$ cat src/pkg/slcd_pkg.sv
// Shared constants and carrier types for the segment LCD controller.
// Assumes one 50 MHz clock (mclk) that also serves as the main oscillator clock.
// Contract
// - Display memory is 28 bytes; only low four bits exist, upper read zero.
// - Sixteen fixed segments, twelve switchable to port use, four commons.
// - Mode register is 8-bit read/write, bit or byte writable, resets to zero.
// - Mode bit 7 enables display; cleared, segments not in port use carry deselect level.
// - Mode bit 4 clear grounds commons and segments not in port use; set, those carry waveforms.
// - Mode bit 0 selects four slices when zero, three when one, 1/3 bias.
// - Clock register is 8-bit read/write, bit or byte writable, resets to zero.
// - Clock bits 3:2 pick sub clock or main clock over 2^5, 2^6, 2^7.
// - Clock bits 1:0 divide source clock by 2^6, 2^7, 2^8 or 2^9.
// - Frame rate equals display clock divided by number of slices.
// - Memory bits 0 to 3 serve common slots 0 to 3; one selects.
// - Commons activate in turn over three or four slots; common 3 idle in three.
package slcd_pkg;

    localparam logic [15:0] ADDR_MODE = 16'hffb0;
    localparam logic [15:0] ADDR_CLOCK = 16'hffb2;
    localparam logic [15:0] ADDR_MEM_BASE = 16'hfa00;
    localparam int MEM_BYTES = 28;
    localparam int SEG_FIXED = 16;
    localparam int SEG_SWITCH = 12;
    localparam int NUM_COM = 4;

    localparam int MODE_ON_BIT = 7;
    localparam int MODE_PINS_BIT = 4;
    localparam int MODE_SLICE_BIT = 0;
    localparam logic [7:0] MODE_RESET = 8'h00;
    localparam logic [7:0] MODE_IMPL_MASK = 8'h91;
    localparam logic [7:0] CLOCK_RESET = 8'h00;
    localparam logic [7:0] CLOCK_IMPL_MASK = 8'h0f;
    localparam logic [3:0] MEM_IMPL_MASK = 4'hf;
    localparam int CLOCK_SRC_LSB = 2;
    localparam int CLOCK_DIV_LSB = 0;

    // Exponents of the power-of-two dividers
    localparam int PRE_BASE_EXP = 4;
    localparam int PRE_WIDTH = 7;
    localparam int DIV_BASE_EXP = 6;
    localparam int DIV_WIDTH = 9;

    localparam logic [1:0] SLOT_LAST_FOUR = 2'h3;
    localparam logic [1:0] SLOT_LAST_THREE = 2'h2;

    // Bias level codes: ground, one third, two thirds, full drive voltage
    localparam logic [1:0] LVL_GND = 2'h0;
    localparam logic [1:0] LVL_THIRD = 2'h1;
    localparam logic [1:0] LVL_TWO_THIRD = 2'h2;
    localparam logic [1:0] LVL_FULL = 2'h3;

    typedef struct packed {
        logic [15:0] addr;
        logic wr;
        logic rd;
        logic [7:0] wdata;
        logic [7:0] wmask;
    } slcd_bus_req_t;

    typedef struct packed {
        logic [PRE_WIDTH-1:0] pre;
        logic [DIV_WIDTH-1:0] div;
        logic sub_q;
        logic tick;
    } slcd_div_state_t;

    typedef struct packed {
        logic [7:0] mode;
        logic [7:0] clock;
        logic [MEM_BYTES-1:0][3:0] mem;
        logic [1:0] slot;
        logic pol;
        logic [MEM_BYTES-1:0][1:0] seg;
        logic [NUM_COM-1:0][1:0] com;
        logic [7:0] rdata;
    } slcd_state_t;

endpackage : slcd_pkg

$ cat src/logic/slcd_clkdiv.sv
// Source clock selection and display clock divider.
// Assumes sub_clk is synchronous to mclk and much slower than it.
`timescale 1ns/10ps
`default_nettype none
module slcd_clkdiv (
    // Clock and reset
    input wire logic mclk,
    input wire logic rst_n,
    input wire logic ce,
    // Control
    input wire logic run,
    input wire logic [1:0] src_sel,
    input wire logic [1:0] div_sel,
    input wire logic sub_clk,
    // One pulse per display clock period
    output logic disp_tick
);

    slcd_pkg::slcd_div_state_t st;
    slcd_pkg::slcd_div_state_t next_st;
    logic src_tick;

    function automatic logic low_ones(input logic [15:0] v, input int n);
        logic r;
        r = 1'b1;
        for (int i = 0; i < 16; i++) begin
            if (i < n && !v[i]) begin
                r = 1'b0;
            end
        end
        return r;
    endfunction : low_ones

    always_comb begin
        next_st = st;
        if (src_sel == 2'h0) begin
            src_tick = sub_clk && !st.sub_q;
        end else begin
            src_tick = low_ones(16'(st.pre), slcd_pkg::PRE_BASE_EXP + int'(src_sel));
        end
        next_st.sub_q = sub_clk;
        next_st.tick = 1'b0;
        if (!run) begin
            next_st.pre = '0;
            next_st.div = '0;
        end else begin
            next_st.pre = st.pre + 1'b1;
            if (src_tick) begin
                next_st.div = st.div + 1'b1;
                next_st.tick = low_ones(16'(st.div), slcd_pkg::DIV_BASE_EXP + int'(div_sel));
            end
        end
    end

    always_ff @(posedge mclk or negedge rst_n) begin
        if (!rst_n) begin
            st <= '0;
        end else if (ce) begin
            st <= next_st;
        end
    end

    assign disp_tick = st.tick;

endmodule : slcd_clkdiv
`default_nettype wire

$ cat src/logic/slcd_ctrl.sv
// Segment LCD controller top: control registers, display memory, drive levels.
// Assumes a synchronous CPU memory port; a read answers on the next edge.
// Pins are two-bit bias level codes; analog drivers sit outside.
`timescale 1ns/10ps
`default_nettype none
module slcd_ctrl #(
    parameter int MEM_BYTES = slcd_pkg::MEM_BYTES,
    parameter int NUM_COM = slcd_pkg::NUM_COM
) (
    // Clock and reset
    input wire logic mclk,
    input wire logic rst_n,
    input wire logic ce,
    // Sub clock, its rising edges counted on mclk
    input wire logic sub_clk,
    // CPU memory port
    input wire slcd_pkg::slcd_bus_req_t cpu_req,
    output logic [7:0] cpu_rdata,
    // Port function of switchable segments
    input wire logic [slcd_pkg::SEG_SWITCH-1:0] seg_port_sel,
    input wire logic [slcd_pkg::SEG_SWITCH-1:0] seg_port_data,
    // Panel drive level codes
    output logic [MEM_BYTES-1:0][1:0] seg_level,
    output logic [NUM_COM-1:0][1:0] com_level
);

    slcd_pkg::slcd_state_t st;
    slcd_pkg::slcd_state_t next_st;
    logic disp_tick;
    logic disp_on;
    logic pins_on;
    logic three_slice;
    logic [1:0] slot_last;
    logic [15:0] mem_off;
    logic [4:0] mem_idx;
    logic [MEM_BYTES-1:0] port_use;
    logic [MEM_BYTES-1:0] port_val;

    typedef enum logic [1:0] {
        SEL_NONE,
        SEL_MODE,
        SEL_CLOCK,
        SEL_MEM
    } slcd_sel_t;

    slcd_sel_t sel;

    // Address decode shared by the write and read paths
    function automatic slcd_sel_t addr_decode(input logic [15:0] addr);
        slcd_sel_t r;
        r = SEL_NONE;
        if (addr == slcd_pkg::ADDR_MODE) begin
            r = SEL_MODE;
        end else if (addr == slcd_pkg::ADDR_CLOCK) begin
            r = SEL_CLOCK;
        end else if (addr >= slcd_pkg::ADDR_MEM_BASE &&
                addr - slcd_pkg::ADDR_MEM_BASE < 16'(MEM_BYTES)) begin
            // Bytes past the memory fall through as unmapped
            r = SEL_MEM;
        end
        return r;
    endfunction : addr_decode

    assign disp_on = st.mode[slcd_pkg::MODE_ON_BIT];
    assign pins_on = st.mode[slcd_pkg::MODE_PINS_BIT];
    assign three_slice = st.mode[slcd_pkg::MODE_SLICE_BIT];
    assign mem_off = cpu_req.addr - slcd_pkg::ADDR_MEM_BASE;
    assign sel = addr_decode(cpu_req.addr);
    assign mem_idx = mem_off[4:0];
    // switchable segments sit above the fixed ones
    assign port_use = MEM_BYTES'({seg_port_sel, {slcd_pkg::SEG_FIXED{1'b0}}});
    assign port_val = MEM_BYTES'({seg_port_data, {slcd_pkg::SEG_FIXED{1'b0}}});

    assign slot_last = three_slice ? slcd_pkg::SLOT_LAST_THREE : slcd_pkg::SLOT_LAST_FOUR;

    // Bit-manipulation write merge; mask of all ones is a byte write
    function automatic logic [7:0] merge(
        input logic [7:0] old,
        input logic [7:0] wdata,
        input logic [7:0] wmask,
        input logic [7:0] impl
    );
        return ((old & ~wmask) | (wdata & wmask)) & impl;
    endfunction : merge

    // Common level for a slot: selected swings to an extreme, others sit inner
    function automatic logic [1:0] com_lvl(input logic sel, input logic pol);
        logic [1:0] r;
        if (sel) begin
            r = pol ? slcd_pkg::LVL_GND : slcd_pkg::LVL_FULL;
        end else begin
            r = pol ? slcd_pkg::LVL_TWO_THIRD : slcd_pkg::LVL_THIRD;
        end
        return r;
    endfunction : com_lvl

    // Segment level: select opposes the selected common, deselect stays inner
    function automatic logic [1:0] seg_lvl(input logic sel, input logic pol);
        logic [1:0] r;
        if (sel) begin
            r = pol ? slcd_pkg::LVL_FULL : slcd_pkg::LVL_GND;
        end else begin
            r = pol ? slcd_pkg::LVL_THIRD : slcd_pkg::LVL_TWO_THIRD;
        end
        return r;
    endfunction : seg_lvl

    // clock changes assumed only while off
    slcd_clkdiv i_slcd_clkdiv (
        .mclk(mclk),
        .rst_n(rst_n),
        .ce(ce),
        .run(disp_on),
        .src_sel(st.clock[slcd_pkg::CLOCK_SRC_LSB +: 2]),
        .div_sel(st.clock[slcd_pkg::CLOCK_DIV_LSB +: 2]),
        .sub_clk(sub_clk),
        .disp_tick(disp_tick)
    );

    always_comb begin
        next_st = st;

        if (cpu_req.wr) begin
            unique case (sel)
                SEL_MODE: begin
                    next_st.mode = merge(st.mode, cpu_req.wdata, cpu_req.wmask,
                        slcd_pkg::MODE_IMPL_MASK);
                end
                SEL_CLOCK: begin
                    next_st.clock = merge(st.clock, cpu_req.wdata, cpu_req.wmask,
                        slcd_pkg::CLOCK_IMPL_MASK);
                end
                SEL_MEM: begin
                    next_st.mem[mem_idx] = 4'(merge({4'h0, st.mem[mem_idx]}, cpu_req.wdata,
                        cpu_req.wmask, {4'h0, slcd_pkg::MEM_IMPL_MASK}));
                end
                SEL_NONE: begin
                    // Unmapped writes are dropped
                end
            endcase
        end

        // Read and write in one cycle: the read sees the old value
        if (cpu_req.rd) begin
            unique case (sel)
                SEL_MODE: begin
                    next_st.rdata = st.mode;
                end
                SEL_CLOCK: begin
                    next_st.rdata = st.clock;
                end
                SEL_MEM: begin
                    next_st.rdata = {4'h0, st.mem[mem_idx]};
                end
                SEL_NONE: begin
                    next_st.rdata = 8'h00;
                end
            endcase
        end

        // slot held at zero while off
        if (!disp_on) begin
            next_st.slot = 2'h0;
            next_st.pol = 1'b0;
        end else if (disp_tick) begin
            if (st.slot >= slot_last) begin
                next_st.slot = 2'h0;
                next_st.pol = !st.pol;
            end else begin
                next_st.slot = st.slot + 2'h1;
            end
        end

        for (int c = 0; c < NUM_COM; c++) begin
            // pins grounded when pin control clear
            if (!pins_on) begin
                next_st.com[c] = slcd_pkg::LVL_GND;
            end else if (three_slice && c == NUM_COM - 1) begin
                // last common idle in three slices
                next_st.com[c] = com_lvl(1'b0, st.pol);
            end else begin
                next_st.com[c] = com_lvl(st.slot == 2'(c), st.pol);
            end
        end

        for (int s = 0; s < MEM_BYTES; s++) begin
            if (port_use[s]) begin
                next_st.seg[s] = port_val[s] ? slcd_pkg::LVL_FULL : slcd_pkg::LVL_GND;
            end else if (!pins_on) begin
                next_st.seg[s] = slcd_pkg::LVL_GND;
            end else if (!disp_on) begin
                next_st.seg[s] = seg_lvl(1'b0, st.pol);
            end else begin
                next_st.seg[s] = seg_lvl(st.mem[s][st.slot], st.pol);
            end
        end
    end

    always_ff @(posedge mclk or negedge rst_n) begin
        if (!rst_n) begin
            st <= '0;
            st.mode <= slcd_pkg::MODE_RESET;
            st.clock <= slcd_pkg::CLOCK_RESET;
        end else if (ce) begin
            st <= next_st;
        end
    end

    assign cpu_rdata = st.rdata;
    assign seg_level = st.seg;
    assign com_level = st.com;

endmodule : slcd_ctrl
`default_nettype wire

$ cat config.mk
export PLATFORM = sky130hd
export DESIGN_NAME = slcd_ctrl
export DESIGN_NICKNAME = d
export VERILOG_FILES = /design/src/pkg/slcd_pkg.sv /design/src/logic/slcd_clkdiv.sv /design/src/logic/slcd_ctrl.sv
export SDC_FILE = /design/constraint.sdc
export NUM_CORES = 1
export LEC_CHECK = 0
export ABC_AREA = 1
export ABC_CLOCK_PERIOD_IN_PS = 1900
export BUFFER_PORTS_ARGS = -buffer_cell sky130_fd_sc_hd__buf_2
export CORE_UTILIZATION = 51
export CTS_BUF_LIST = sky130_fd_sc_hd__clkbuf_8
export CTS_CLUSTER_DIAMETER = 60
export DETAILED_ROUTE_END_ITERATION = 16
export GPL_TIMING_DRIVEN = 0
export PLACE_DENSITY_LB_ADDON = 0.15
export REMOVE_ABC_BUFFERS = 1
export SLEW_MARGIN = 20
export SYNTH_ARGS = -nofsm -noshare
export SYNTH_HDL_FRONTEND = slang
export SYNTH_HIERARCHICAL = 1
export SYNTH_SLANG_ARGS = --single-unit
$ cat constraint.sdc
create_clock -name mclk -period 1.9 [get_ports mclk]
set_input_delay 0.19 -clock mclk [delete_from_list [all_inputs] [get_ports mclk]]
set_output_delay 0.19 -clock mclk [all_outputs]
set_load 0.03 [all_outputs]
# ---- After elaboration in Yosys (flattened, before gate mapping)
# Cells that the tools add are included.
dict set report classes {
  n_reduce_logical 47
  addsub 6
  order_cmp 38
  n_eq_ne 11
  n_bitwise 8
  mux 228
}
# cell n
set op_table {}
lappend op_table {{$lt A5 B32 Y1 const A} 16}
lappend op_table {{$lt A4 B32 Y1 const A} 8}
lappend op_table {{$mux W2} 125}
lappend op_table {{$lt A3 B32 Y1 const A} 4}
lappend op_table {{$bwmux W112} 1}
lappend op_table {{$mux W1} 65}
lappend op_table {{$lt A1 B32 Y1 const A} 2}
lappend op_table {{$lt A2 B32 Y1 const A} 2}
lappend op_table {{$bmux W1 S2} 28}
lappend op_table {{$eq A16 B16 Y1 const B} 2}
lappend op_table {{$pmux W8 S4} 1}
lappend op_table {{$bmux W4 S5} 1}
lappend op_table {{$demux W4 S5} 1}
lappend op_table {{$logic_and A1 B1 Y1} 19}
lappend op_table {{$logic_not A1 Y1} 18}
lappend op_table {{$and A8 B8 Y8} 2}
lappend op_table {{$ge A16 B16 Y1 const B} 1}
lappend op_table {{$lt A16 B5 Y1 const B} 1}
lappend op_table {{$mux W16} 1}
lappend op_table {{$sub A16 B16 Y16 const B} 1}
lappend op_table {{$reduce_and A3 Y1} 4}
lappend op_table {{$add A9 B1 Y9 const B} 1}
lappend op_table {{$mux W9} 1}
lappend op_table {{$add A3 B2 Y4 const A} 2}
lappend op_table {{17 further kinds} 31}
dict set report word_totals {
  ff_bits 212
  in_bits 62
  out_inout_bits 72
}

# ---- Depth between registers and ports, before layout
# Gate-level depths: netlist of the first run.
dict set report depth {
  depth_word 22
  depth_mapped 15
  ltp_nobuf 15
}

# ---- Hierarchy
# The synthesis of the first run kept the hierarchy.
# mod cells_each area_per_inst_um2 instances seq_area_each_um2
set by_module_without_submodules {}
lappend by_module_without_submodules {slcd_ctrl 1548 10695.3 1 4354.2}
lappend by_module_without_submodules {slcd_clkdiv 157 1134.8 1 450.4}

# ---- Least setup slack after synthesis of the first run
# No wires, ideal clock.
dict set report synth_path {
  path_type {register -> register}
  from {register st[73] in the netlist's numbering}
  to {register st[72] in the netlist's numbering}
  t_arrival_ps 1801
  path_stages_with_launch 11
  path_slack_ps 21
  required_time_ps 1823
  path_cell_list {dfrtp_1 -> buf_2 -> clkinv_1 -> buf_2 -> buf_2 -> ha_1 -> nand2_1 -> o21ai_0 -> o21ai_0 -> a21oi_1 -> a21oi_1}
}
dict set report synth_between {
  elab_chain_len 3
}
# element line_no
set synth_rtl {}
lappend synth_rtl {{from (decl)} slcd_ctrl.sv:27} ;# slcd_pkg::slcd_state_t st;
lappend synth_rtl {{from (signal assigned)} slcd_ctrl.sv:205} ;# st <= next_st;
lappend synth_rtl {{$ge A2 B2 Y1} slcd_ctrl.sv:166} ;# if (st.slot >= slot_last) begin
lappend synth_rtl {{$ne A2 B1 Y1 (no source line)} -}
lappend synth_rtl {{$reduce_and A3 Y1 (no source line)} -}
# No other way between the ends.
# A chain may end at the register's enable or synchronous reset.

# ---- Worst setup path in the final report of the first run
dict set report layout_path {
  from {input port ce}
  to {register st[136] in the netlist's numbering}
}
dict set report layout_between {
  elab_chain_len 1
}
# element line_no
set layout_rtl {}
lappend layout_rtl {{from (decl)} slcd_ctrl.sv:13} ;# input wire logic ce,
lappend layout_rtl {{$reduce_and A3 Y1 (no source line)} -}
# No other way between the ends.

==> results of run 1 <==
flip-flops by register name, indices dropped and copies added, names as in the netlist, named ones only:
signal and cells:
st 115, seg_level 41, i_slcd_clkdiv/st 17, cpu_rdata 6, com_level 5, i_slcd_clkdiv/disp_tick 1
through the flow:
| step | setup WS [ns] | hold slack [ns] | util, % | setup TNS [ns] |
|---|---|---|---|---|
| 2_1_floorplan | -1.61 | -0.106 | - | -65.19 |
| 6_report | 0.0413 | 0.0117 | 59.1 | 0 |
| 3_3_place_gp | -3.63 | 0.410 | 52.4 | -824.01 |
| 5_1_grt | -0.0567 | 0.0214 | 59.1 | -0.243 |
| 3_5_place_dp | -1.45 | 0.0974 | 53.2 | -165.74 |
| 4_1_cts | 0.00382 | 0.000474 | 58.0 | 0 |
where the power goes:
group / switching [uW] / internal, uW / total, uW
Sequential: 163 / 4280 / 4440
Combinational: 1120 / 521 / 1640
Clock: 1590 / 1320 / 2910
Total: 2870 / 6120 / 8990
placed cells by master (no fill, tap or decap), drive strengths merged:
| master | n |
|---|---|
| bufbuf | 1 |
| nand2 | 704 |
| buf | 175 |
| o21a | 1 |
| nor3 | 9 |
| xnor2 | 2 |
| dlygate4sd3 | 18 |
| a21oi | 52 |
| o21ai | 91 |
| ha | 11 |
| clkbuf | 22 |
| clkinvlp | 3 |
| dfrtp | 192 |
| diode | 1 |
| o22ai | 15 |
| nand3b | 9 |
| bufinv | 2 |
| nor2 | 155 |
| o2111ai | 1 |
| nand4 | 22 |
| inv | 86 |
| o211ai | 15 |
| conb | 2 |
| clkinv | 4 |
| nand3 | 180 |
| a22oi | 16 |
final cells by class:
| cell class | instances | area [um2] |
|---|---|---|
| multi-input combinational | 1285 | 5960 |
| antenna | 1 | 2.50 |
| timing repair inverter | 1 | 11.3 |
| inverter | 84 | 364 |
| clock inverter | 10 | 126 |
| clock buffer | 21 | 289 |
| fill | 2152 | 9280 |
| tap | 285 | 357 |
| timing repair buffer | 195 | 1500 |
| sequential | 192 | 4820 |
worst max-delay path, delay by kind of cell:
kind,cells,cell delay (ns)
AND/OR/NAND/NOR,5,1.41
buffers and inverters,2,0.67
worst max-delay path by stage:
stage                   end
2_1_floorplan  seg_level[0]
3_3_place_gp         st[72]
3_5_place_dp        st[115]
4_1_cts             st[113]
5_1_grt             st[136]
6_report            st[136]
synth_stat cells, types with 2 or more instances:
cell,n
buf_4,78
nor2_1,142
buf_2,13
inv_2,9
inv_1,74
nand3_2,7
nor2_2,8
nand3b_4,4
nand2_1,698
nor3_1,4
buf_6,8
nand2_2,5
buf_1,7
clkbuf_1,44
nand3_1,172
ha_1,11
nor2_4,3
o22ai_1,15
dfrtp_1,192
xnor2_1,2
o211ai_1,15
nor3_2,4
o21ai_0,91
nand4_1,22
a22oi_1,16
a21oi_1,51
per-layer routing:
| layer | GRT usage [%] | vias to the layer above | share of wire (%) |
|---|---|---|---|
| met5 | 0 | - | 0 |
| met4 | 13.0 | 0 | 3.6 |
| met3 | 8.27 | 99 | 10 |
| met2 | 51.3 | 573 | 45 |
| li1 | - | 5566 | - |
| met1 | 44.1 | 5578 | 41 |
cells by family after synthesis:
kind of cell,Yosys count,share of synthesized area [%]
buffers and inverters,234,10.5
xor gates and xnor gates,2,0.148
adders and majority gates,11,1.16
and+or+nand+nor,1074,38.5
AOI/OAI and AO/OA,191,9.04
other,1,0.0317
DFF,192,40.6
timing repair:
item                                   4_1_cts  5_1_grt
setup buffers                               26       13
gates cloned                                 7        2
setup endpoints to repair                  154      145
hold buffers                                18        0
endpoints found under the hold margin      199        0
resized for setup                           31       26
pin swaps                                   10        5
==> metrics.md, run 1 <==
| Metric | Value |
|---|---|
| Highest Clock Rate | `538 MHz` |
| CP required | `2.32 ns` |
| Layout Skew | `0.0165 ns` |
| Hold Path End | `seg_level[50]` |
| Sink Count | `between 150 and 200` |
| H-tree levels | `4` |
| Mean area per synthesized cell | `6.94 um2` |
| Biggest area consumer among synthesized cells | `dfrtp_1` |
| Max VDD drop | `0.368 mV` |
| Hold Crit Depth | `3` |
| Critical path origin | `ce` |
| Cell Rows | `55` |
| CTS tree | `done` |
| Worst Hold Class | `in2reg` |
| Asr flop ratio synth | `100%` |
| GRT Util Overall | `32.9%` |
| IO buf count | `127` |
| RR Startpoint | `st[73]` |
| Vias in the first global route | `approximately 11000` |
| Pwr Total | `8990 uW` |
| Longest Clk Path Bufs | `2` |
| # setup viols final | `0` |
| Die ar. | `0.0238 mm2` |
| Reg2Reg Depth | `10` |
| Synthesized cell area | `0.0118 mm2` |
| R2R setup slack | `0.12 ns` |
| IO Count | `134` |
| Worst Max-Slew Pin Slew | `0.807 ns` |
| DRC | `0` |
| Global-route wire length before repair | `roughly 60000 um` |
| Placed Area | `0.0121 mm2` |
| Die height | `about 150 um` |
| Placed wire-length estimate | `between 20000 and 25000 um` |
| Area grow syn2layout | `13.5%` |
| Root buffer selected by CTS | `clkbuf_8` |
| Reg-to-Reg End | `seg_level[49]` |
| RSZ-0062 raised after global routing | `yes` |
| Antenna violations before repair | `1` |
| Nets | `1849` |
| GP Congestion | `0.929` |
| Final Max Tran Viols | `0` |
| CP Class | `in2reg` |
| MaxCap Viol Count | `0` |
| Initial DRT Pass Iterations | `6` |
| Non-filler cells, final | `around 2100` |
| Outcome | `finished clean` |
| Avg WL per Cell | `18.6 um` |
| Synth top area cells | `dfrtp_1 (41%), nand2_1 (22%), nand3_1 (7.3%), buf_4 (4.9%), nor2_1 (4.5%)` |
| Vias | `11800` |
| Prevailing post-synth register cell | `dfrtp_1` |
| CP arrival | `2.28 ns` |
| Hold Path Origin | `seg_port_data[9]` |
| Total congestion overflow | `0` |
| Clk_lat worst skew | `between 0.4 and 0.5 ns` |
| Post-synth EDFFs | `0` |
| Lkg Pwr | `0.00710 uW` |
| Final Hold Viols | `0` |
| DR iter-0 viols | `1406` |
| Crit path largest cell delay | `0.41 ns` |
| Yosys top cell area share | `40.6%` |
| CP most frequent cell | `nand2_1` |
| Register bit total from synthesis | `~190` |
| Core ar. | `0.0227 mm2` |
| Synthesis Warnings | `6` |
| Final ANT Viol Nets | `0` |
| Synth cell types | `36` |
| Sequential share of the synthesized area | `40.6%` |
| DP Cell Count | `1976` |
| Worst slew margin | `46.0%` |
| CP cell instances | `buf_4 -> nand2_1 -> inv_1 -> nand4_1 -> nor2_1 -> nand3_1 -> nand2_1` |
| Final Cycle Share | `97.8%` |
| CP max FO | `37` |
| Post-Route WL | `38700 um` |
| Worst-path clk slew | `about 0.11 ns` |
| Final instance area | `~0.013 mm2` |
| Initial cell density of the core | `52.1%` |
| Share of cells above drive strength 1 | `15.9%` |
| CP max-delay cell | `nand2_1` |
| CP Capture Type | `register` |
| Cells after synthesis | `1705` |
| Vias per cell | `5.70` |
| Die width | `about 150 um` |
| PD cells | `670 mW/mm2` |
| CTS buffer count | `17` |
| Min Tclk post-route | `1.86 ns` |
| Largest net degree at the start of global routing | `79` |
| Startpoint Class | `input pin` |
No activity file was read; power rests on OpenSTA's default activity.
==> run 2: changes to the inputs <==
Settings changed: RECOVER_POWER from default to 100.
==> run 2 against run 1 <==
Sequential power about the same. Design area decreased by 0.79%. Hold slack improved by 0.0064 ns. Worst setup slack got worse by 0.024 ns. Critical path depth increased by 6. Cell count unchanged. Die area unchanged. Total power decreased by 0.41%. Clock skew increased by 0.0022 ns. Core utilization decreased by 0.47 points. Critical path type unchanged. Critical endpoint unchanged.
==> metrics.md, run 2 (synthesized netlist as in run 1, its figures left out) <==
| Metric | Value |
|---|---|
| Final Hold Viols | `0` |
| Clk_lat worst skew | `0.48 ns` |
| Final Max Tran Viols | `0` |
| Worst Hold Class | `in2reg` |
| Worst setup margin | `0.0176 ns` |
| Antenna violations before repair | `1` |
| Layout Skew | `approximately 0.019 ns` |
| Placed wire-length estimate | `~23000 um` |
| GRT met2 Usage | `51.3%` |
| Vias in the first global route | `~11000` |
| CP most frequent cell | `nand2_1` |
| Register Area | `0.00482 mm2` |
| Nets | `1849` |
| Die width | `154 um` |
| Max VDD drop | `0.372 mV` |
| Worst-path clk slew | `0.11 ns` |
| Max reg flops | `115` |
| CP Class | `in2reg` |
| Met3 usage | `under 10%` |
| Die ar. | `between 0.02 and 0.025 mm2` |
| # setup viols final | `0` |
| Core ar. | `0.0227 mm2` |
| Worst Max-Slew Pin Slew | `between 1 and 1.5 ns` |
| Lkg Pwr | `0.00688 uW` |
| Longest Clk Path Bufs | `2` |
| Buf+Inv Stages, Crit Path | `4` |
| CP arrival | `2.25 ns` |
| MaxCap Viol Count | `0` |
| Root buffer selected by CTS | `clkbuf_8` |
| Min Tclk post-route | `~1.9 ns` |
| Avg WL per Cell | `18.7 um` |
| CTS tree | `done` |
| Commonest non-fill, non-tap cell in the layout | `nand2_1` |
| Outcome | `finished clean` |
| IO Count | `134` |
| PD cells | `672 mW/mm2` |
| Pwr Total | `8960 uW` |
| Worst slew margin | `25.3%` |
| DRC | `0` |
| Startpoint Class | `input pin` |
| RSZ-0062 raised after global routing | `yes` |
| Largest net degree at the start of global routing | `slightly below 80` |
| Number of fill cells in the layout | `2184` |
| Vias | `11900` |
| CP cell instances | `buf_4 -> inv_4 -> nor2_4 -> buf_12 -> nand2_1 -> nand2_1 -> nor2_1 -> nor2_1 -> nor2_2 -> nand3b_4 -> buf_12 -> nand3_1 -> nand2_1` |
| CP max FO | `29` |
| Total congestion overflow | `0` |
| Post-Route WL | `38700 um` |
| Routing usage on met1 | `44.1%` |
| Multi-input logic area | `0.00596 mm2` |
| Pre-CTS setup slack | `-1.45 ns` |
| CP Capture Type | `register` |
| Sink Count | `roughly 190` |
| IO buf count | `127` |
| GRT Util Overall | `about a third` |
| Vias per cell | `roughly 5.7` |
| DP Cell Count | `1976` |
| Busiest layer in global routing | `met2` |
| Final Cycle Share | `99.1%` |
| CP max-delay cell | `nor2_2` |
| H-tree levels | `4` |
| Initial DRT Pass Iterations | `6` |
| Area grow syn2layout | `12.6%` |
| Die height | `roughly 150 um` |
| Initial cell density of the core | `a little over half` |
| DR iter-0 viols | `1423` |
| Final ANT Viol Nets | `0` |
| GP Congestion | `0.929` |
| Crit path largest cell delay | `0.36 ns` |
| CP required | `2.26 ns` |
| Global-route wire length before repair | `about 60000 um` |
| Most frequent cells in the layout | `nand2_1 (694), dfrtp_1 (187), nand3_1 (171)` |
| Cell Rows | `55` |
| Share of cells above drive strength 1 | `11.9%` |
| Highest Clock Rate | `about 530 MHz` |
| Top reg by flops | `st` |
| Final core occ | `58.7%` |
| Top delay family on crit path | `simple AND/OR/NAND/NOR gates` |
| Non-filler cells, final | `2074` |
| CTS buffer count | `17` |
## run 2: changes by cell type in the layout (fill, tap and decap cells not counted), sizes merged
cell,before,now
buf,175,103
clkbuf,22,94
## run 2: path summary, 6_finish.rpt
path	cells past startpoint	slack, ns	endpoint	startpoint
worst min-delay path	3	0.02	seg_level[46]	seg_port_data[7]
worst min register to register	2	0.49	cpu_rdata[1]	cpu_rdata[1]
worst max-delay path	13	0.02	st[136]	cpu_req[19]
min in group asynchronous	2	0.44	com_level[3]	rst_n
max in group asynchronous	3	0.47	st[171]	rst_n
worst max register to register	11	0.11	st[78]	st[178]
## run 2: per-stage QoR
stage	instance area, um2	setup TNS [ns]	hold WS [ns]
2_1_floorplan	10900	-65.19	-0.106
3_3_place_gp	11900	-824.01	0.410
3_5_place_dp	12100	-165.74	0.0974
4_1_cts	13200	0	0.000474
5_1_grt	13300	-0.243	0.0214
6_report	13300	0	0.0181
## run 2: power breakdown
part | internal [uW] | switching (uW)
combinational | 485 | 1120
clock | 1320 | 1580
sequential | 4280 | 167
## run 2: worst min-delay path: cells and delay by family
family | cells | cell delay, ns
buffers and inverters | 1 | 0.07
AOI/OAI and AO/OA | 2 | 0.20
## run 2: layer usage
metal / up-vias / part of all wire (%)
met1: 5619 / 41
met4: 0 / 3.6
met3: 107 / 10
met2: 570 / 45
met5: - / 0
li1: 5564 / -
## run 2: layout make-up
type                       count  area share, %
multi-input combinational   1285           44.7
sequential                   192           36.2
timing repair buffer         195           10.5
inverter                      84           2.73
tap                          285           2.68
clock buffer                  21           2.17
clock inverter                10          0.949
timing repair inverter         1         0.0845
antenna                        1         0.0188
## run 2: what timing repair did
item | 4_1_cts | 5_1_grt
gates cloned | 7 | 2
gates resized for setup | 31 | 26
hold endpoints to repair | 199 | 0
endpoints found under the setup margin | 154 | 145
buffers inserted | 26 | 13
hold buffers | 18 | 0
pin swaps | 10 | 5
